### src/hw/ring_timing_pkg.sv
/*
  Constants, field layouts and time codes for the ring validation timing block.
  Assumes a single 20 MHz reference clock and an 8-bit register port.
*/
package ring_timing_pkg;
  localparam int CLK_HZ = 20_000_000;
  localparam int MS_PER_S = 1000;
  localparam int TICK_CYCLES = CLK_HZ / MS_PER_S;

  localparam int ADDR_W = 8;
  localparam int DATA_W = 8;
  localparam int MS_W = 11;
  localparam int FIELD_W = 6;
  localparam int IRQ_W = 3;

  localparam logic [ADDR_W-1:0] ADDR_TIMING = 8'h00;
  localparam logic [ADDR_W-1:0] ADDR_LIMIT = 8'h01;
  localparam logic [ADDR_W-1:0] ADDR_LOAD = 8'h02;
  localparam logic [ADDR_W-1:0] ADDR_STATUS = 8'h03;
  localparam logic [ADDR_W-1:0] ADDR_IRQ_STAT = 8'h04;
  localparam logic [ADDR_W-1:0] ADDR_IRQ_MASK = 8'h05;

  localparam logic [DATA_W-1:0] REG_RESET = 8'h00;
  localparam logic [IRQ_W-1:0] IRQ_RESET = 3'h0;

  localparam int DLY_HI_BIT = 7;
  localparam int TMO_LSB = 3;
  localparam int TMO_MSB = 6;
  localparam int CONF_LSB = 0;
  localparam int CONF_MSB = 2;
  localparam int DLY_LO_LSB = 6;
  localparam int DLY_LO_MSB = 7;
  localparam int FIELD_LSB = 0;
  localparam int FIELD_MSB = 5;
  localparam int EN_BIT = 7;
  localparam int STAT_VALID_BIT = 0;
  localparam int STAT_ACTIVE_BIT = 1;
  localparam int IRQ_VALID_BIT = 0;
  localparam int IRQ_END_BIT = 1;
  localparam int IRQ_FAIL_BIT = 2;

  localparam int DELAY_STEP_SHIFT = 8;
  localparam int TMO_STEP_SHIFT = 7;
  localparam logic [MS_W-1:0] DELAY_MAX_MS = 11'h700;
  localparam logic [MS_W-1:0] TMO_SHORT_MS = 11'h050;
  localparam logic [MS_W-1:0] CONF_MS_0 = 11'h064;
  localparam logic [MS_W-1:0] CONF_MS_1 = 11'h096;
  localparam logic [MS_W-1:0] CONF_MS_2 = 11'h0C8;
  localparam logic [MS_W-1:0] CONF_MS_3 = 11'h100;
  localparam logic [MS_W-1:0] CONF_MS_4 = 11'h180;
  localparam logic [MS_W-1:0] CONF_MS_5 = 11'h200;
  localparam logic [MS_W-1:0] CONF_MS_6 = 11'h280;
  localparam logic [MS_W-1:0] CONF_MS_7 = 11'h400;
  localparam int INTERVAL_STEP_MS = 2;

  typedef enum logic [1:0] {ST_IDLE, ST_CONFIRM, ST_DELAY, ST_VALID} ring_state_t;

  function automatic logic [MS_W-1:0] confirm_ms(input logic [2:0] code);
    case (code)
      3'h0: confirm_ms = CONF_MS_0;
      3'h1: confirm_ms = CONF_MS_1;
      3'h2: confirm_ms = CONF_MS_2;
      3'h3: confirm_ms = CONF_MS_3;
      3'h4: confirm_ms = CONF_MS_4;
      3'h5: confirm_ms = CONF_MS_5;
      3'h6: confirm_ms = CONF_MS_6;
      default: confirm_ms = CONF_MS_7;
    endcase
  endfunction

  function automatic logic [MS_W-1:0] timeout_ms(input logic [3:0] code);
    if (code == 4'h0) begin
      timeout_ms = TMO_SHORT_MS;
    end else begin
      timeout_ms = {code, 7'h00};
    end
  endfunction
endpackage

### src/hw/ms_tick_gen.sv
/*
  Millisecond enable pulse from a cycle divider.
  Assumes a synchronous-release reset from the top module.
*/
`timescale 1ns/1ps
module ms_tick_gen #(
  parameter int CYCLES = ring_timing_pkg::TICK_CYCLES
) (
  input wire logic clk, // Reference clock
  input wire logic rst_n, // Released reset, active low
  output logic tick // One-cycle pulse each millisecond
);
  localparam int CNT_W = $clog2(CYCLES);
  logic [CNT_W-1:0] cnt_reg;
  logic [CNT_W-1:0] cnt_next;
  logic tick_reg;
  logic tick_next;

  always_comb begin
    tick_next = 1'b0;
    cnt_next = cnt_reg + CNT_W'(1);
    if (cnt_reg == CNT_W'(CYCLES - 1)) begin
      cnt_next = '0;
      tick_next = 1'b1;
    end
  end

  always_ff @(posedge clk or negedge rst_n) begin
    if (!rst_n) begin
      cnt_reg <= '0;
      tick_reg <= 1'b0;
    end else begin
      cnt_reg <= cnt_next;
      tick_reg <= tick_next;
    end
  end

  assign tick = tick_reg;
endmodule

### src/hw/ring_interval_check.sv
/*
  Ring frequency check: interval timer loaded on each line event, 2 ms steps.
  Assumes line events are single-cycle pulses on the same clock.
*/
`timescale 1ns/1ps
module ring_interval_check (
  input wire logic clk, // Reference clock
  input wire logic rst_n, // Released reset, active low
  input wire logic enable, // Validation enabled
  input wire logic ms_tick, // Millisecond enable
  input wire logic line_event, // Threshold crossing pulse
  input wire logic [5:0] load_val, // Timer load value
  input wire logic [5:0] limit_val, // Highest allowed timer value at next event
  output logic fail // Pulse: events too close together
);
  localparam int STEP_W = $clog2(ring_timing_pkg::INTERVAL_STEP_MS + 1);
  logic [5:0] timer_reg;
  logic [5:0] timer_next;
  logic [STEP_W-1:0] step_reg;
  logic [STEP_W-1:0] step_next;
  logic armed_reg;
  logic armed_next;
  logic fail_reg;
  logic fail_next;
  logic step;

  always_comb begin
    step = 1'b0;
    step_next = step_reg;
    if (ms_tick) begin
      if (step_reg == STEP_W'(ring_timing_pkg::INTERVAL_STEP_MS - 1)) begin
        step_next = '0;
        step = 1'b1;
      end else begin
        step_next = step_reg + STEP_W'(1);
      end
    end
    timer_next = timer_reg;
    armed_next = armed_reg;
    fail_next = 1'b0;
    if (!enable) begin
      armed_next = 1'b0;
      timer_next = '0;
    end else if (line_event) begin
      fail_next = armed_reg && (timer_reg > limit_val);
      timer_next = load_val;
      armed_next = 1'b1;
    end else if (step && timer_reg != 6'h00) begin
      timer_next = timer_reg - 6'h01;
    end
  end

  always_ff @(posedge clk or negedge rst_n) begin
    if (!rst_n) begin
      timer_reg <= '0;
      step_reg <= '0;
      armed_reg <= 1'b0;
      fail_reg <= 1'b0;
    end else begin
      timer_reg <= timer_next;
      step_reg <= step_next;
      armed_reg <= armed_next;
      fail_reg <= fail_next;
    end
  end

  assign fail = fail_reg;
endmodule

### src/hw/ring_validation_timing.sv
/*
  Ring validation timing: confirmation, report delay, end-of-ring timeout,
  register port and interrupt. Assumes RING_EVENT_IN is an asynchronous level
  whose rising edge marks a threshold crossing.
*/
// Our own choices: the address-and-strobe port and the address map.
`timescale 1ns/1ps
module ring_validation_timing #(
  parameter int TICK_CYCLES = ring_timing_pkg::TICK_CYCLES
) (
  input wire logic REF_CLK, // 20 MHz clock
  input wire logic RESET_N, // Asynchronous reset, active low
  input wire logic RING_EVENT_IN, // Threshold detector level
  input wire logic [7:0] ADDR, // Register address
  input wire logic [7:0] WR_DATA, // Register write data
  input wire logic WR_EN, // Write strobe
  input wire logic RD_EN, // Read strobe
  output logic [7:0] RD_DATA, // Read data, cycle after strobe
  output logic RING_VALID, // Valid ring indication
  output logic IRQ // Level interrupt
);
  logic rst_meta_reg;
  logic rst_n;
  logic ev_meta_reg;
  logic ev_sync_reg;
  logic ev_prev_reg;
  logic line_event;
  logic ms_tick;
  logic freq_fail;

  logic [7:0] timing_reg;
  logic [7:0] timing_next;
  logic [7:0] limit_reg;
  logic [7:0] limit_next;
  logic [7:0] load_reg;
  logic [7:0] load_next;
  logic [2:0] irq_stat_reg;
  logic [2:0] irq_stat_next;
  logic [2:0] irq_mask_reg;
  logic [2:0] irq_mask_next;
  logic [7:0] rd_data_reg;
  logic [7:0] rd_data_next;
  logic irq_reg;
  logic irq_next;

  ring_timing_pkg::ring_state_t state_reg;
  ring_timing_pkg::ring_state_t state_next;
  logic [10:0] phase_reg;
  logic [10:0] phase_next;
  logic [10:0] since_reg;
  logic [10:0] since_next;
  logic valid_reg;
  logic valid_next;
  logic [2:0] irq_set;

  logic enable;
  logic [2:0] delay_code;
  logic [10:0] delay_ms;
  logic [10:0] conf_ms;
  logic [10:0] tmo_ms;
  logic ring_over;

  always_ff @(posedge REF_CLK or negedge RESET_N) begin
    if (!RESET_N) begin
      rst_meta_reg <= 1'b0;
      rst_n <= 1'b0;
    end else begin
      rst_meta_reg <= 1'b1;
      rst_n <= rst_meta_reg;
    end
  end

  always_ff @(posedge REF_CLK or negedge rst_n) begin
    if (!rst_n) begin
      ev_meta_reg <= 1'b0;
      ev_sync_reg <= 1'b0;
      ev_prev_reg <= 1'b0;
    end else begin
      ev_meta_reg <= RING_EVENT_IN;
      ev_sync_reg <= ev_meta_reg;
      ev_prev_reg <= ev_sync_reg;
    end
  end

  assign line_event = ev_sync_reg && !ev_prev_reg;

  ms_tick_gen #(
    .CYCLES(TICK_CYCLES)
  ) u_tick (
    .clk(REF_CLK),
    .rst_n(rst_n),
    .tick(ms_tick)
  );

  ring_interval_check u_check (
    .clk(REF_CLK),
    .rst_n(rst_n),
    .enable(enable),
    .ms_tick(ms_tick),
    .line_event(line_event),
    .load_val(load_reg[ring_timing_pkg::FIELD_MSB:ring_timing_pkg::FIELD_LSB]),
    .limit_val(limit_reg[ring_timing_pkg::FIELD_MSB:ring_timing_pkg::FIELD_LSB]),
    .fail(freq_fail)
  );

  // Field decode
  always_comb begin
    enable = load_reg[ring_timing_pkg::EN_BIT];
    delay_code = {timing_reg[ring_timing_pkg::DLY_HI_BIT],
                  limit_reg[ring_timing_pkg::DLY_LO_MSB:ring_timing_pkg::DLY_LO_LSB]};
    delay_ms = {delay_code, 8'h00};
    conf_ms = ring_timing_pkg::confirm_ms(timing_reg[ring_timing_pkg::CONF_MSB:ring_timing_pkg::CONF_LSB]);
    tmo_ms = ring_timing_pkg::timeout_ms(timing_reg[ring_timing_pkg::TMO_MSB:ring_timing_pkg::TMO_LSB]);
    ring_over = (state_reg != ring_timing_pkg::ST_IDLE) && (since_reg >= tmo_ms) && !line_event;
  end

  // Ring sequencer
  always_comb begin
    state_next = state_reg;
    phase_next = phase_reg;
    since_next = since_reg;
    irq_set = ring_timing_pkg::IRQ_RESET;
    if (line_event) begin
      since_next = '0;
    end else if (ms_tick && since_reg != 11'h7FF) begin
      since_next = since_reg + 11'h001;
    end
    if (!enable) begin
      state_next = ring_timing_pkg::ST_IDLE;
      phase_next = '0;
    end else if (ring_over) begin
      state_next = ring_timing_pkg::ST_IDLE;
      phase_next = '0;
      irq_set[ring_timing_pkg::IRQ_END_BIT] = (state_reg == ring_timing_pkg::ST_VALID);
    end else begin
      if (freq_fail) begin
        irq_set[ring_timing_pkg::IRQ_FAIL_BIT] = 1'b1;
      end
      case (state_reg)
        ring_timing_pkg::ST_IDLE: begin
          if (line_event) begin
            state_next = ring_timing_pkg::ST_CONFIRM;
            phase_next = '0;
          end
        end
        ring_timing_pkg::ST_CONFIRM: begin
          if (freq_fail) begin
            phase_next = '0;
          end else if (phase_reg >= conf_ms) begin
            phase_next = '0;
            if (delay_code == 3'h0) begin
              state_next = ring_timing_pkg::ST_VALID;
              irq_set[ring_timing_pkg::IRQ_VALID_BIT] = 1'b1;
            end else begin
              state_next = ring_timing_pkg::ST_DELAY;
            end
          end else if (ms_tick) begin
            phase_next = phase_reg + 11'h001;
          end
        end
        ring_timing_pkg::ST_DELAY: begin
          if (freq_fail) begin
            state_next = ring_timing_pkg::ST_CONFIRM;
            phase_next = '0;
          end else if (phase_reg >= delay_ms) begin
            state_next = ring_timing_pkg::ST_VALID;
            phase_next = '0;
            irq_set[ring_timing_pkg::IRQ_VALID_BIT] = 1'b1;
          end else if (ms_tick) begin
            phase_next = phase_reg + 11'h001;
          end
        end
        default: begin
          if (freq_fail) begin
            state_next = ring_timing_pkg::ST_CONFIRM;
            phase_next = '0;
          end
        end
      endcase
    end
    valid_next = (state_next == ring_timing_pkg::ST_VALID);
  end

  always_ff @(posedge REF_CLK or negedge rst_n) begin
    if (!rst_n) begin
      state_reg <= ring_timing_pkg::ST_IDLE;
      phase_reg <= '0;
      since_reg <= '0;
      valid_reg <= 1'b0;
    end else begin
      state_reg <= state_next;
      phase_reg <= phase_next;
      since_reg <= since_next;
      valid_reg <= valid_next;
    end
  end

  // Register port and interrupt
  always_comb begin
    timing_next = timing_reg;
    limit_next = limit_reg;
    load_next = load_reg;
    irq_mask_next = irq_mask_reg;
    irq_stat_next = irq_stat_reg | irq_set;
    rd_data_next = ring_timing_pkg::REG_RESET;
    if (WR_EN) begin
      if (ADDR == ring_timing_pkg::ADDR_TIMING) begin
        timing_next = WR_DATA;
      end else if (ADDR == ring_timing_pkg::ADDR_LIMIT) begin
        limit_next = WR_DATA;
      end else if (ADDR == ring_timing_pkg::ADDR_LOAD) begin
        load_next = WR_DATA;
      end else if (ADDR == ring_timing_pkg::ADDR_IRQ_STAT) begin
        irq_stat_next = (irq_stat_reg & ~WR_DATA[2:0]) | irq_set;
      end else if (ADDR == ring_timing_pkg::ADDR_IRQ_MASK) begin
        irq_mask_next = WR_DATA[2:0];
      end
    end
    if (RD_EN) begin
      if (ADDR == ring_timing_pkg::ADDR_TIMING) begin
        rd_data_next = timing_reg;
      end else if (ADDR == ring_timing_pkg::ADDR_LIMIT) begin
        rd_data_next = limit_reg;
      end else if (ADDR == ring_timing_pkg::ADDR_LOAD) begin
        rd_data_next = {load_reg[7], 1'b0, load_reg[5:0]};
      end else if (ADDR == ring_timing_pkg::ADDR_STATUS) begin
        rd_data_next[ring_timing_pkg::STAT_VALID_BIT] = valid_reg;
        rd_data_next[ring_timing_pkg::STAT_ACTIVE_BIT] = (state_reg != ring_timing_pkg::ST_IDLE);
      end else if (ADDR == ring_timing_pkg::ADDR_IRQ_STAT) begin
        rd_data_next = {5'h00, irq_stat_reg};
      end else if (ADDR == ring_timing_pkg::ADDR_IRQ_MASK) begin
        rd_data_next = {5'h00, irq_mask_reg};
      end
    end
    irq_next = |(irq_stat_next & irq_mask_next);
  end

  always_ff @(posedge REF_CLK or negedge rst_n) begin
    if (!rst_n) begin
      timing_reg <= ring_timing_pkg::REG_RESET;
      limit_reg <= ring_timing_pkg::REG_RESET;
      load_reg <= ring_timing_pkg::REG_RESET;
      irq_stat_reg <= ring_timing_pkg::IRQ_RESET;
      irq_mask_reg <= ring_timing_pkg::IRQ_RESET;
      rd_data_reg <= ring_timing_pkg::REG_RESET;
      irq_reg <= 1'b0;
    end else begin
      timing_reg <= timing_next;
      limit_reg <= limit_next;
      load_reg <= load_next;
      irq_stat_reg <= irq_stat_next;
      irq_mask_reg <= irq_mask_next;
      rd_data_reg <= rd_data_next;
      irq_reg <= irq_next;
    end
  end

  assign RD_DATA = rd_data_reg;
  assign RING_VALID = valid_reg;
  assign IRQ = irq_reg;
endmodule

### config.mk
export PLATFORM = sky130hd
export DESIGN_NAME = ring_validation_timing
export DESIGN_NICKNAME = d
export VERILOG_FILES = /design/src/hw/ring_timing_pkg.sv /design/src/hw/ms_tick_gen.sv /design/src/hw/ring_interval_check.sv /design/src/hw/ring_validation_timing.sv
export SDC_FILE = /design/constraint.sdc
export NUM_CORES = 1
export LEC_CHECK = 0
export ABC_AREA = 1
export BUFFER_PORTS_ARGS = -buffer_cell sky130_fd_sc_hd__buf_2
export CAP_MARGIN = 15
export CORE_ASPECT_RATIO = 1.1
export CORE_MARGIN = 10
export CORE_UTILIZATION = 39
export CTS_CLUSTER_DIAMETER = 50
export DETAILED_ROUTE_END_ITERATION = 8
export GPL_TIMING_DRIVEN = 0
export PLACE_DENSITY = 0.62
export SYNTH_ARGS = -nofsm -noshare
export SYNTH_HDL_FRONTEND = slang
export SYNTH_SLANG_ARGS = --single-unit
### constraint.sdc
create_clock -name REF_CLK -period 2.55 [get_ports REF_CLK]
set_input_delay 0.255 -clock REF_CLK [delete_from_list [all_inputs] [get_ports REF_CLK]]
set_output_delay 0.255 -clock REF_CLK [all_outputs]
set_load 0.02 [all_outputs]
==> results of run 1 <==
==> where the power goes <==
part	switching, mW	internal, mW
Combinational	0.194	0.112
Clock	0.630	0.704
Sequential	0.0373	1.53
==> per-layer routing <==
metal,share of wire,track usage,vias to the layer above
met2,0.47,0.2232,83
met5,0,0,-
met1,0.47,0.1846,2263
li1,-,-,2574
met4,0.023,0.05917,0
met3,0.034,0.01898,22
==> synthesized netlist by cell type, types with 2 or more instances <==
cell type                    n  area [sq um]
sky130_fd_sc_hd__nor2_1     62         232.7
sky130_fd_sc_hd__xor2_1      6         52.55
sky130_fd_sc_hd__nand4_1    11         68.82
sky130_fd_sc_hd__nand2_2     4         25.02
sky130_fd_sc_hd__a21oi_1    34         170.2
sky130_fd_sc_hd__inv_2       6         22.52
sky130_fd_sc_hd__nand3b_1    2         15.01
sky130_fd_sc_hd__nor2_2      5         31.28
sky130_fd_sc_hd__nor4_1      3         18.77
sky130_fd_sc_hd__o21ai_0    45         225.2
sky130_fd_sc_hd__nor4_4      2         42.54
sky130_fd_sc_hd__dfrtp_1    94          2352
sky130_fd_sc_hd__o22ai_1     3         18.77
sky130_fd_sc_hd__nand2_1   193         724.4
sky130_fd_sc_hd__nor3_1     17         85.08
sky130_fd_sc_hd__buf_6       2         22.52
sky130_fd_sc_hd__o21ai_1    11         55.05
sky130_fd_sc_hd__a31oi_1     2         12.51
sky130_fd_sc_hd__nand2_4     4         45.04
sky130_fd_sc_hd__or2_2       3         18.77
sky130_fd_sc_hd__nand3_2     2         20.02
sky130_fd_sc_hd__a211oi_1    4         30.03
sky130_fd_sc_hd__nand3_4     2         35.03
sky130_fd_sc_hd__inv_1     120         450.4
sky130_fd_sc_hd__buf_4       4         30.03
sky130_fd_sc_hd__nand3_1    59         295.3
sky130_fd_sc_hd__ha_1       37         462.9
sky130_fd_sc_hd__nor3_2      2         20.02
sky130_fd_sc_hd__o211ai_1    6         45.04
sky130_fd_sc_hd__o221ai_1    2         17.52
sky130_fd_sc_hd__buf_2       7         35.03
==> repair_timing <==
action | 4_1_cts | 5_1_grt
hold buffers | 2 | 0
setup endpoints to repair | 0 | 14
gates resized for setup | 0 | 9
buffers inserted | 0 | 2
hold endpoints to repair | 3 | 0
==> critical path: stages, from the launching register on <==
cell,delay [ns]
sky130_fd_sc_hd__dfrtp_2,0.46
sky130_fd_sc_hd__or2_2,0.32
sky130_fd_sc_hd__nand2_1,0.06
sky130_fd_sc_hd__o21ai_0,0.08
sky130_fd_sc_hd__ha_1,0.31
sky130_fd_sc_hd__inv_1,0.08
sky130_fd_sc_hd__nor2_2,0.05
sky130_fd_sc_hd__nand3_1,0.07
sky130_fd_sc_hd__nand2_1,0.06
sky130_fd_sc_hd__nor2_1,0.09
sky130_fd_sc_hd__nand3_1,0.09
sky130_fd_sc_hd__nand2_1,0.08
sky130_fd_sc_hd__inv_1,0.05
sky130_fd_sc_hd__nor2_2,0.09
sky130_fd_sc_hd__buf_4,0.19
sky130_fd_sc_hd__nand3_1,0.09
sky130_fd_sc_hd__nand2_1,0.06
==> final timing paths <==
| check | from | to | slack, ns | cells past startpoint |
|---|---|---|---|---|
| setup / recovery | timing_reg[1]$_DFFE_PN0P_ | phase_reg[2]$_DFFE_PN0P_ | 0.26 | 16 |
| hold / removal | WR_DATA[0] | irq_mask_reg[0]$_DFF_PN0_ | 0.17 | 3 |
| setup reg to reg | timing_reg[1]$_DFFE_PN0P_ | phase_reg[2]$_DFFE_PN0P_ | 0.26 | 16 |
| hold reg to reg | rst_n$_DFF_PN0_ | ev_sync_reg$_DFF_PN0_ | 0.25 | 0 |
| max in group asynchronous | rst_n$_DFF_PN0_ | timing_reg[4]$_DFFE_PN0P_ | 1.63 | 1 |
| min in group asynchronous | RESET_N | rst_n$_DFF_PN0_ | 0.21 | 2 |
==> area by class of cell <==
cell class / instances / area, sq um
Inverter: 127 / 476.7
Tap cell: 192 / 240.2
Buffer: 14 / 102.6
Timing Repair Buffer: 34 / 207.7
Fill cell: 1483 / 7923
Sequential cell: 94 / 2361
Clock buffer: 10 / 239.0
Clock inverter: 6 / 52.55
Multi-Input combinational cell: 533 / 2902
==> kinds of logic (layout without fill, tap and decap cells) <==
family | count (synthesis) | count (layout) | share of synthesized area
flip-flops | 94 | 94 | 0.4047
AND/OR/NAND/NOR | 376 | 376 | 0.2980
adder cells (fa/ha/maj) | 37 | 37 | 0.07965
AO/OA/AOI/OAI | 112 | 112 | 0.1061
XOR/XNOR | 7 | 7 | 0.01055
other | 1 | 1 | 0.0006452
buffers and inverters | 142 | 191 | 0.1003
==> metrics by stage <==
step           power, mW  area, sq um
6_report           3.204         6581
5_1_grt            3.357         6581
4_1_cts            3.240         6540
3_5_place_dp       1.893         6228
3_3_place_gp       1.882         6198
2_1_floorplan      1.797         5813
==> Flow_metrics.wiki, run 1 <==
{| class="wikitable"
! Metric !! Value
|-
| Run status || completed
|-
| Fraction of registers with async set/reset || 1.000
|-
| Total congestion overflow || 0
|-
| Leakage power summed over all cells || 3.440 nW
|-
| Register area share after synthesis || 0.4047
|-
| CTS root buf || sky130_fd_sc_hd__clkbuf_16
|-
| Aggregate global-route resource usage || 0.1399
|-
| Clock tree sinks || 94
|-
| Level count of the clock H-tree || 3
|-
| I/O Pins || 31
|-
| Antenna cell count || 0
|-
| Fraction of final layout cells with drive strength greater than 1 || 0.1271
|-
| Pin count of the biggest net entering global routing || roughly 70
|-
| Clock skew after layout || around 0.0099 ns
|-
| I/O Buffers || 29
|-
| Count of vias placed by the detailed router || between 4000 and 5000
|-
| Unrepaired setup endpoints after global routing || false
|-
| Predominant post-synthesis flop cell || sky130_fd_sc_hd__dfrtp_1
|-
| Achievable frequency || between 0.4 and 0.5 GHz
|-
| Number of distinct library cells after synthesis || 46
|-
| Most common cell after layout, fill and taps aside || sky130_fd_sc_hd__nand2_1
|-
| Die Footprint || ~20000 sq um
|-
| CP Capture Type || flop
|-
| CP required || around 2.8 ns
|-
| Hpwl dp || roughly 10 mm
|-
| Vias per inst || around 5
|-
| End-of-flow core utilization || 0.4538
|-
| Post-layout nets || around 870
|-
| TritonCTS clock tree || yes
|-
| Worst supply voltage drop on vdd || around 0.31 mV
|-
| Final worst path period need || around 2.3 ns
|-
| Horizontal die dimension || approximately 140 um
|-
| # placed instances || 991
|-
| Worst slack, placed || 0.1337 ns
|-
| Post-route non-filler standard cell count || ~1000
|-
| Cell area after synthesis || around 5800 sq um
|-
| Data arrival time at the worst-slack endpoint || around 2.6 ns
|-
| Final critical-path share of the clock period || 0.8984
|-
| Skew-Pair Late Insertion Delay || between 0.3 and 0.4 ns
|-
| Final weighted congestion of routability-driven global placement || approximately 0.86
|-
| Vias in the first global route || between 4000 and 5000
|-
| Number of violations reported at the end of detailed-routing iteration 0 || 340
|-
| Synthesis Warnings || 0
|-
| Total of endpoints with negative setup slack in the final report || 0
|-
| Number of max-slew violations in the final report || 0
|-
| Total detailed-routing wirelength || between 10 and 15 mm
|-
| Number of failing hold endpoints at the final stage || 0
|-
| Startpoint kind of the worst setup timing path || flop
|-
| Number of antenna violations at the first check in global routing || 0
|-
| Clock slew at the register clock pins of the worst setup and hold paths || 0.07 ns
|-
| Syn Area/Cell || approximately 7.6 sq um
|-
| Crit Path Max Fanout || 10
|-
| Layout area overhead || 13.24%
|-
| Pwr dens || slightly below 500 nW/um^2
|-
| Global-route wire length before repair || approximately 23 mm
|-
| Hold_ws || roughly 0.17 ns
|-
| Number of buffers on the longest clock path || 2
|-
| Remaining routing DRC violations || 0
|-
| Maximum Capacitance Violations || 0
|-
| Y dimension of the die || between 100 and 150 um
|-
| Wire per inst || between 10 and 15 um
|-
| Commonest cells after routing, fill and taps aside || sky130_fd_sc_hd__nand2_1 (193), sky130_fd_sc_hd__inv_1 (120), sky130_fd_sc_hd__dfrtp_1 (89)
|-
| Path type of the worst min-delay path || input port to flop
|-
| Initial core utilization || 0.4007
|-
| Worst setup path class || flop to flop
|-
| Final worst setup slack || between 0.2 and 0.3 ns
|-
| Antenna Violating Nets Remaining || 0
|-
| Post-synthesis register bit count || 94
|-
| Placeable core area || 14500 sq um
|-
| Number of cells produced by synthesis || around 770
|-
| TritonCTS Buffers || 9
|-
| Flip-flop count of the largest register, all copies and words added || 15
|-
| Post-Route Setup TNS || 0 ns
|-
| Syn nets || 827
|-
| Standard-cell row count || 46
|-
| EDFF count, synth || 0
|-
| Number of search-and-repair iterations in the first detailed-routing pass || 5
|}
No activity file was read; power rests on OpenSTA's default activity.
==> run 2, diff against run 1 <==
--- a/config.mk
+++ b/config.mk
@@ -5,7 +5,6 @@
 export SDC_FILE = /design/constraint.sdc
 export NUM_CORES = 1
 export LEC_CHECK = 0
-export ABC_AREA = 1
 export BUFFER_PORTS_ARGS = -buffer_cell sky130_fd_sc_hd__buf_2
 export CAP_MARGIN = 15
 export CORE_ASPECT_RATIO = 1.1
==> run 2 against run 1 <==
Net effect: global-route usage fell by 0.62 points; total power rose by 31%; area after synthesis fell by 6.7%; setup slack got worse by 0.19 ns; register-to-register slack got worse by 0.19 ns; highest routed layer unchanged; combinational power rose to 3.8 times the previous value; sequential cell count did not move; sequential power rose by 8%; maximum frequency fell by 7.6%.
==> Flow_metrics.wiki, run 2 <==
{| class="wikitable"
! Metric !! Value
|-
| Worst supply voltage drop on vdd || 0.3180 mV (+2.8%)
|-
| Post-synthesis register bit count || 94 (unchanged)
|-
| Final weighted congestion of routability-driven global placement || 0.8591 (+0.17%)
|-
| Total of endpoints with negative setup slack in the final report || 0 (unchanged)
|-
| Unrepaired setup endpoints after global routing || true
|-
| Register area share after synthesis || 0.4337 (+0.02894)
|-
| I/O Pins || 31 (unchanged)
|-
| Final worst path period need || 2.478 ns (+0.1876 ns)
|-
| TritonCTS Buffers || 9 (unchanged)
|-
| Top cells by instance count after synthesis || sky130_fd_sc_hd__dfrtp_1 (94), sky130_fd_sc_hd__nor2_1 (64), sky130_fd_sc_hd__nand2_1 (47)
|-
| Number of antenna violations at the first check in global routing || 1 (+1)
|-
| Flip-flop count of the largest register, all copies and words added || 15 (unchanged)
|-
| Total congestion overflow || 0 (unchanged)
|-
| Predominant post-synthesis flop cell || sky130_fd_sc_hd__dfrtp_1
|-
| Initial core utilization || 0.3948 (-0.005899)
|-
| Design Power || 4.185 mW (+31%)
|-
| Launch point of the worst hold path || WR_DATA[5]
|-
| Number of cells traversed by the worst register-to-register path || 8 (-8)
|-
| Y dimension of the die || 143.7 um (-2.9%)
|-
| Startpoint kind of the worst setup timing path || flop
|-
| Number of cells produced by synthesis || 558 (-27%)
|-
| Number of max-slew violations in the final report || 0 (unchanged)
|-
| Layout area overhead || 14.76%
|-
| EDFF count, synth || 0 (unchanged)
|-
| Synthesis Warnings || 0 (unchanged)
|-
| Post-route non-filler standard cell count || 796 (-21%)
|-
| Pwr dens || 672.3 nW/um^2 (+38%)
|-
| Placeable core area || 13740 sq um (-5.3%)
|-
| Post-layout nets || 660 (-24%)
|-
| Total detailed-routing wirelength || 12.30 mm (-8.9%)
|-
| Vias per inst || 5.344 (+9.2%)
|-
| CTS root buf || sky130_fd_sc_hd__clkbuf_16
|-
| Wire per inst || 15.46 um (+16%)
|-
| Slew Limit Headroom || 0.5482
|-
| Clock tree sinks || 94 (unchanged)
|-
| Leakage power summed over all cells || 2.852 nW (-17%)
|-
| Post-Route Setup TNS || 0 ns (unchanged)
|-
| Die Footprint || 19030 sq um (-5.8%)
|-
| Post-Place Cell Area || 5826 sq um (-6.5%)
|-
| Level count of the clock H-tree || 3 (unchanged)
|-
| Syn Area/Cell || 9.720 sq um (+29%)
|-
| Clock skew after layout || 0.01025 ns (+0.0003888 ns)
|-
| Antenna Violating Nets Remaining || 0 (unchanged)
|-
| Cell area after synthesis || 5424 sq um (-6.7%)
|-
| Clock slew at the register clock pins of the worst setup and hold paths || 0.07 ns (about the same)
|-
| Post-route cell area || 6225 sq um (-5.4%)
|-
| Hpwl dp || 8.983 mm (-13%)
|-
| Number of distinct library cells after synthesis || 73 (+59%)
|-
| Worst r2r src || timing_reg[2]$_DFFE_PN0P_
|-
| Fraction of final layout cells with drive strength greater than 1 || 0.1763 (+0.04914)
|-
| Aggregate global-route resource usage || 0.1337 (-0.006195)
|-
| End-of-flow core utilization || 0.4531 (-0.0006640)
|-
| I/O Buffers || 27 (-6.9%)
|-
| CP Capture Type || flop
|-
| Worst setup path class || flop to flop
|-
| Global-route wire length before repair || 20.72 mm (-9.6%)
|-
| Library cell with the largest summed area after synthesis || sky130_fd_sc_hd__dfrtp_1
|-
| Remaining routing DRC violations || 0 (unchanged)
|-
| Most common cell after layout, fill and taps aside || sky130_fd_sc_hd__dfrtp_1
|-
| Syn nets || 616 (-26%)
|-
| Standard-cell row count || 45 (-2.2%)
|-
| TritonCTS clock tree || yes
|-
| Final worst setup slack || 0.07152 ns (-0.1876 ns)
|-
| Path type of the worst min-delay path || input port to flop
|-
| Worst-Margin Slew || 0.6762 ns
|-
| CP required || 2.79 ns (-0.05 ns)
|-
| Number of search-and-repair iterations in the first detailed-routing pass || 5 (unchanged)
|-
| Pin count of the biggest net entering global routing || 56 (-19%)
|-
| Worst slack, placed || -0.3261 ns (-0.4599 ns)
|-
| Final critical-path share of the clock period || 0.9720 (+0.07358)
|-
| Number of failing hold endpoints at the final stage || 0 (unchanged)
|-
| Commonest cells after routing, fill and taps aside || sky130_fd_sc_hd__dfrtp_1 (89), sky130_fd_sc_hd__nor2_1 (64), sky130_fd_sc_hd__nand2_1 (47)
|-
| Horizontal die dimension || 132.4 um (-2.9%)
|-
| Crit Path Max Fanout || 9 (-1)
|-
| Data arrival time at the worst-slack endpoint || 2.72 ns (+0.14 ns)
|-
| Achievable frequency || 0.4035 GHz (-7.6%)
|-
| Area contributors post-synth || sky130_fd_sc_hd__dfrtp_1 (43%), sky130_fd_sc_hd__ha_1 (8.5%), sky130_fd_sc_hd__nor2_1 (4.4%)
|-
| Number of buffers on the longest clock path || 2 (unchanged)
|-
| Fraction of synthesized cell area taken by the top area cell type || 0.4337 (+0.02894)
|-
| Min-Delay Path Depth || 3 (unchanged)
|-
| Skew-Pair Late Insertion Delay || 0.36 ns (about the same)
|-
| Vias in the first global route || 4269 (-9.6%)
|-
| Run status || completed
|-
| Launching instance or port of the critical path || timing_reg[2]$_DFFE_PN0P_
|-
| Cell with the most instances after synthesis || sky130_fd_sc_hd__dfrtp_1
|-
| # placed instances || 774 (-22%)
|-
| Fraction of registers with async set/reset || 1.000 (unchanged)
|-
| Count of vias placed by the detailed router || 4254 (-14%)
|-
| Number of violations reported at the end of detailed-routing iteration 0 || 283 (-17%)
|-
| Maximum Capacitance Violations || 0 (unchanged)
|-
| Hold_ws || 0.1484 ns (-0.02357 ns)
|}
## run 2: cell families (layout without fill, tap and decap cells)
family,Yosys count,in the layout,share of synthesized area
AOI/OAI and AO/OA,119,119,0.1546
xor gates and xnor gates,27,27,0.04360
adders and majority gates,37,37,0.08535
buffers and inverters,56,105,0.04360
DFF,94,94,0.4337
muxes,23,23,0.04798
other,1,2,0.0006914
and+or+nand+nor,201,201,0.1905
## run 2: worst paths after layout
path	slack [ns]	end
worst max-delay path	0.07	phase_reg[0]$_DFFE_PN0P_
worst max register to register	0.07	phase_reg[0]$_DFFE_PN0P_
max in group asynchronous	1.59	timing_reg[0]$_DFFE_PN0P_
min in group asynchronous	0.22	rst_n$_DFF_PN0_
worst min-delay path	0.15	load_reg[5]$_DFFE_PN0P_
worst min register to register	0.30	phase_reg[5]$_DFFE_PN0P_
## run 2: where the power goes
| group | total, mW | internal (mW) | switching (mW) |
|---|---|---|---|
| clock | 1.36 | 0.761 | 0.597 |
| sequential | 1.68 | 1.58 | 0.104 |
| combinational | 1.15 | 0.518 | 0.629 |
## run 2: final cells by class
cell class	count	area [sq um]
Tap cell	188	235.2
Fill cell	1353	7513
Buffer	16	91.34
Timing Repair Buffer	36	227.7
Inverter	37	138.9
Antenna cell	1	2.502
Clock inverter	5	60.06
Multi-Input combinational cell	408	2875
Sequential cell	94	2361
Clock buffer	11	232.7
## run 2: timing repair
action,in CTS,in global routing
pin swaps,1,1
endpoints found under the setup margin,13,13
setup buffers,3,3
gates cloned,0,0
gates resized for setup,5,10
endpoints found under the hold margin,3,0
hold buffers,2,0
## run 2: layer usage
layer | routed length, um | track usage
met4 | 329 | 0.06489
met3 | 524 | 0.02968
met1 | 5662 | 0.1652
met5 | 0 | 0
met2 | 5788 | 0.2172
## run 2: critical path, cell delays in order (launching register included)
cell	delay, ns
sky130_fd_sc_hd__dfrtp_2	0.43
sky130_fd_sc_hd__or3_4	0.40
sky130_fd_sc_hd__ha_1	0.27
sky130_fd_sc_hd__nand2_1	0.05
sky130_fd_sc_hd__a311o_1	0.32
sky130_fd_sc_hd__a21oi_4	0.23
sky130_fd_sc_hd__o21ai_4	0.15
sky130_fd_sc_hd__a31o_2	0.29
sky130_fd_sc_hd__a22o_1	0.22
==> run 3, diff against run 2 <==
--- a/config.mk
+++ b/config.mk
@@ -13,7 +13,8 @@
 export CTS_CLUSTER_DIAMETER = 50
 export DETAILED_ROUTE_END_ITERATION = 8
 export GPL_TIMING_DRIVEN = 0
-export PLACE_DENSITY = 0.62
+export PLACE_DENSITY = 0.6
+export SETUP_SLACK_MARGIN = 0.5
 export SYNTH_ARGS = -nofsm -noshare
 export SYNTH_HDL_FRONTEND = slang
 export SYNTH_SLANG_ARGS = --single-unit
==> constraint.sdc (replaced) <==
create_clock -name REF_CLK -period 3 [get_ports REF_CLK]
set_input_delay 0.3 -clock REF_CLK [delete_from_list [all_inputs] [get_ports REF_CLK]]
set_output_delay 0.3 -clock REF_CLK [all_outputs]
set_load 0.02 [all_outputs]
==> run 3 against run 2 <==
Net effect: global-route usage grew 0.70 points; sequential power fell by 15%; sequential cell count stayed put; setup slack better by 0.34 ns; count of clock-buffer cells in the layout down 2; critical endpoint is now phase_reg[10]$_DFFE_PN0P_; largest power group unchanged.
==> Flow_metrics.wiki, run 3 (synthesis results as in run 2) <==
{| class="wikitable"
! Metric !! Value
|-
| Relative contribution of combinational cells to total power || 0.302 (+0.028)
|-
| Vias per inst || 5.369 (+0.46%)
|-
| Min-Delay Path Depth || 1 (-2)
|-
| Path type of the worst min-delay path || input port to flop
|-
| Aggregate global-route resource usage || 0.1407 (+0.006994)
|-
| Startpoint kind of the worst setup timing path || flop
|-
| Global-route wire length before repair || 21.75 mm (+5.0%)
|-
| Worst setup path class || flop to flop
|-
| Maximum single-stage delay on the critical path || 0.40 ns (-0.03 ns)
|-
| Clock tree sinks || 94 (unchanged)
|-
| CP cell instances || buf_8 -> or3_4 -> ha_4 -> nand2_2 -> a311o_1 -> a21oi_2 -> buf_4 -> o21ai_4 -> a31o_2 -> a22o_1
|-
| Total congestion overflow || 0 (unchanged)
|-
| # placed instances || 774 (unchanged)
|-
| Hpwl dp || 9.091 mm (+1.2%)
|-
| Launch point of the worst hold path || RING_EVENT_IN
|-
| Fraction of final layout cells with drive strength greater than 1 || 0.2062 (+0.02989)
|-
| Number of search-and-repair iterations in the first detailed-routing pass || 4 (-1)
|-
| Pin count of the biggest net entering global routing || 67 (+20%)
|-
| Area occupied by multi-input gates || 2968 sq um (+3.2%)
|-
| Slowest cell on the critical path || sky130_fd_sc_hd__or3_4
|-
| I/O Buffers || 27 (unchanged)
|-
| Fraction of power consumed by sequential logic || 0.373 (-0.028)
|-
| Final critical-path share of the clock period || 0.8621 (-0.1099)
|-
| Unrepaired setup endpoints after global routing || true
|-
| Fill cell total of the finished layout || 1338 (-1.1%)
|-
| Total of endpoints with negative setup slack in the final report || 0 (unchanged)
|-
| Standard-cell row count || 45 (unchanged)
|-
| CP Capture Type || flop
|-
| Clock power share || 0.326 (about the same)
|-
| Slew Limit Headroom || 0.5959 (+0.04775)
|-
| Count of vias placed by the detailed router || 4322 (+1.6%)
|-
| CP required || 3.24 ns (+0.45 ns)
|-
| Final worst path period need || 2.586 ns (+0.1077 ns)
|-
| Post-Route Setup TNS || 0 ns (unchanged)
|-
| Achievable frequency || 0.3867 GHz (-4.2%)
|-
| CTS root buf || sky130_fd_sc_hd__clkbuf_16
|-
| Maximum Capacitance Violations || 0 (unchanged)
|-
| Level count of the clock H-tree || 3 (unchanged)
|-
| Pwr dens || 595.1 nW/um^2 (-11%)
|-
| Clock slew at the register clock pins of the worst setup and hold paths || 0.07 ns (about the same)
|-
| Most common cell after layout, fill and taps aside || sky130_fd_sc_hd__dfrtp_1
|-
| Worst Hold Path EP || ev_meta_reg$_DFF_PN0_
|-
| Skew-Pair Late Insertion Delay || 0.35 ns (about the same)
|-
| Die Footprint || 19030 sq um (unchanged)
|-
| Flip-flop count of the largest register, all copies and words added || 15 (unchanged)
|-
| Clock skew after layout || 0.006270 ns (-0.003978 ns)
|-
| Worst r2r src || timing_reg[1]$_DFFE_PN0P_
|-
| Number of cells traversed by the worst register-to-register path || 10 (+2)
|-
| Post-layout nets || 669 (+1.4%)
|-
| Number of buffers on the longest clock path || 2 (unchanged)
|-
| Horizontal die dimension || 132.4 um (unchanged)
|-
| Register-to-register setup slack || 0.41 ns (+0.34 ns)
|-
| Commonest cells after routing, fill and taps aside || sky130_fd_sc_hd__dfrtp_1 (93), sky130_fd_sc_hd__nor2_1 (63), sky130_fd_sc_hd__nand2_1 (44)
|-
| Vias in the first global route || 4343 (+1.7%)
|-
| Layout area overhead || 18.36%
|-
| Worst supply voltage drop on vdd || 0.3828 mV (+20%)
|-
| Worst-Margin Slew || 0.6048 ns (-0.07147 ns)
|-
| Post-route non-filler standard cell count || 805 (+1.1%)
|-
| Initial core utilization || 0.3948 (unchanged)
|-
| Internal power || 2.609 mW (-8.6%)
|-
| Placeable core area || 13740 sq um (unchanged)
|-
| P_sw || 1.212 mW (-8.9%)
|-
| TritonCTS clock tree || yes
|-
| Proportion of total power due to net switching || 0.3172 (-0.0008013)
|-
| Antenna Violating Nets Remaining || 0 (unchanged)
|-
| Wire per inst || 15.85 um (+2.5%)
|-
| Remaining routing DRC violations || 0 (unchanged)
|-
| Y dimension of the die || 143.7 um (unchanged)
|-
| Data arrival time at the worst-slack endpoint || 2.83 ns (+0.11 ns)
|-
| Total detailed-routing wirelength || 12.76 mm (+3.7%)
|-
| Reg-to-reg endpoint || phase_reg[10]$_DFFE_PN0P_
|-
| Crit Path Max Fanout || 5 (-4)
|-
| Run status || completed
|-
| Leakage power summed over all cells || 2.949 nW (+3.4%)
|-
| Storage cell area || 2356 sq um (-0.21%)
|-
| Number of max-slew violations in the final report || 0 (unchanged)
|-
| Number of antenna violations at the first check in global routing || 1 (unchanged)
|-
| Number of violations reported at the end of detailed-routing iteration 0 || 219 (-23%)
|-
| Final weighted congestion of routability-driven global placement || 0.8300 (-3.4%)
|-
| I/O Pins || 31 (unchanged)
|-
| TritonCTS Buffers || 9 (unchanged)
|-
| Number of failing hold endpoints at the final stage || 0 (unchanged)
|}
[run 3: cell types whose count changed in the layout (fill, tap and decap cells not counted), sizes merged]
cell / before / now
buf: 42 / 49
bufinv: 1 / 2
clkinv: 1 / 5
clkinvlp: 4 / 0
dlygate4sd3: 2 / 1
inv: 36 / 37
o21ai: 24 / 25
[run 3: timing repair]
action,in CTS,in global routing
hold endpoints to repair,2,0
buffers inserted,6,5
hold buffers,1,0
setup endpoints to repair,14,15
pin swaps,17,15
gates cloned,2,0
resized for setup,21,15
[run 3: area by class of cell]
class | count | area share
inverters | 37 | 0.02163
diodes | 1 | 0.0003898
well taps | 188 | 0.03664
clock buffers | 9 | 0.03508
multi-input cells | 409 | 0.4623
clock inverters | 7 | 0.01501
flip-flops and latches | 94 | 0.3670
repair buffers | 41 | 0.04268
plain buffers | 19 | 0.01929
[run 3: worst max-delay path by stage]
| stage | startpoint | cells after the start | slack, ns | end |
|---|---|---|---|---|
| after floorplan | timing_reg[2]$_DFFE_PN0P_ | 10 | 0.51 | phase_reg[1]$_DFFE_PN0P_ |
| after global placement | timing_reg[2]$_DFFE_PN0P_ | 9 | 0.27 | phase_reg[0]$_DFFE_PN0P_ |
| after detailed placement | timing_reg[2]$_DFFE_PN0P_ | 9 | 0.26 | phase_reg[0]$_DFFE_PN0P_ |
| after CTS | timing_reg[1]$_DFFE_PN0P_ | 10 | 0.42 | phase_reg[10]$_DFFE_PN0P_ |
| after global routing | timing_reg[1]$_DFFE_PN0P_ | 10 | 0.35 | phase_reg[0]$_DFFE_PN0P_ |
| final | timing_reg[1]$_DFFE_PN0P_ | 10 | 0.41 | phase_reg[10]$_DFFE_PN0P_ |
[run 3: critical path: cells and delay by family (launching register included)]
kind	cells	cell delay, ns
and+or+nand+nor	2	0.44
AOI/OAI and AO/OA	5	1.05
adders and majority gates	1	0.27
buffers and inverters	2	0.30
DFF	1	0.39
[run 3: stage by stage]
| stage | setup WS [ns] | hold slack (ns) | instance area, sq um | total power [mW] | utilization |
|---|---|---|---|---|---|
| after floorplan | 0.5149 | 0.004409 | 5429 | 2.133 | - |
| after global placement | 0.2723 | 0.08653 | 5799 | 2.336 | 0.4221 |
| after detailed placement | 0.2636 | 0.09036 | 5829 | 2.360 | 0.4243 |
| after CTS | 0.4189 | 0.03678 | 6304 | 3.739 | 0.4588 |
| after global routing | 0.3512 | 0.04189 | 6417 | 4.020 | 0.4671 |
| final | 0.4138 | 0.05158 | 6420 | 3.820 | 0.4673 |
[run 3: power by group through the flow]
stage	Sequential [mW]	Clock [mW]	Combinational, mW
after floorplan	1.44	0	0.696
after global placement	1.46	0	0.875
after detailed placement	1.45	0	0.914
after CTS	1.42	1.28	1.04
after global routing	1.44	1.33	1.25
final	1.42	1.24	1.15
[run 3: routing by layer]
layer	track usage	up-vias	wire length, um
met5	0	-	0
met4	0.06547	0	310
met3	0.03457	26	595
met2	0.2232	98	5985
met1	0.1772	2093	5868
li1	-	2105	-
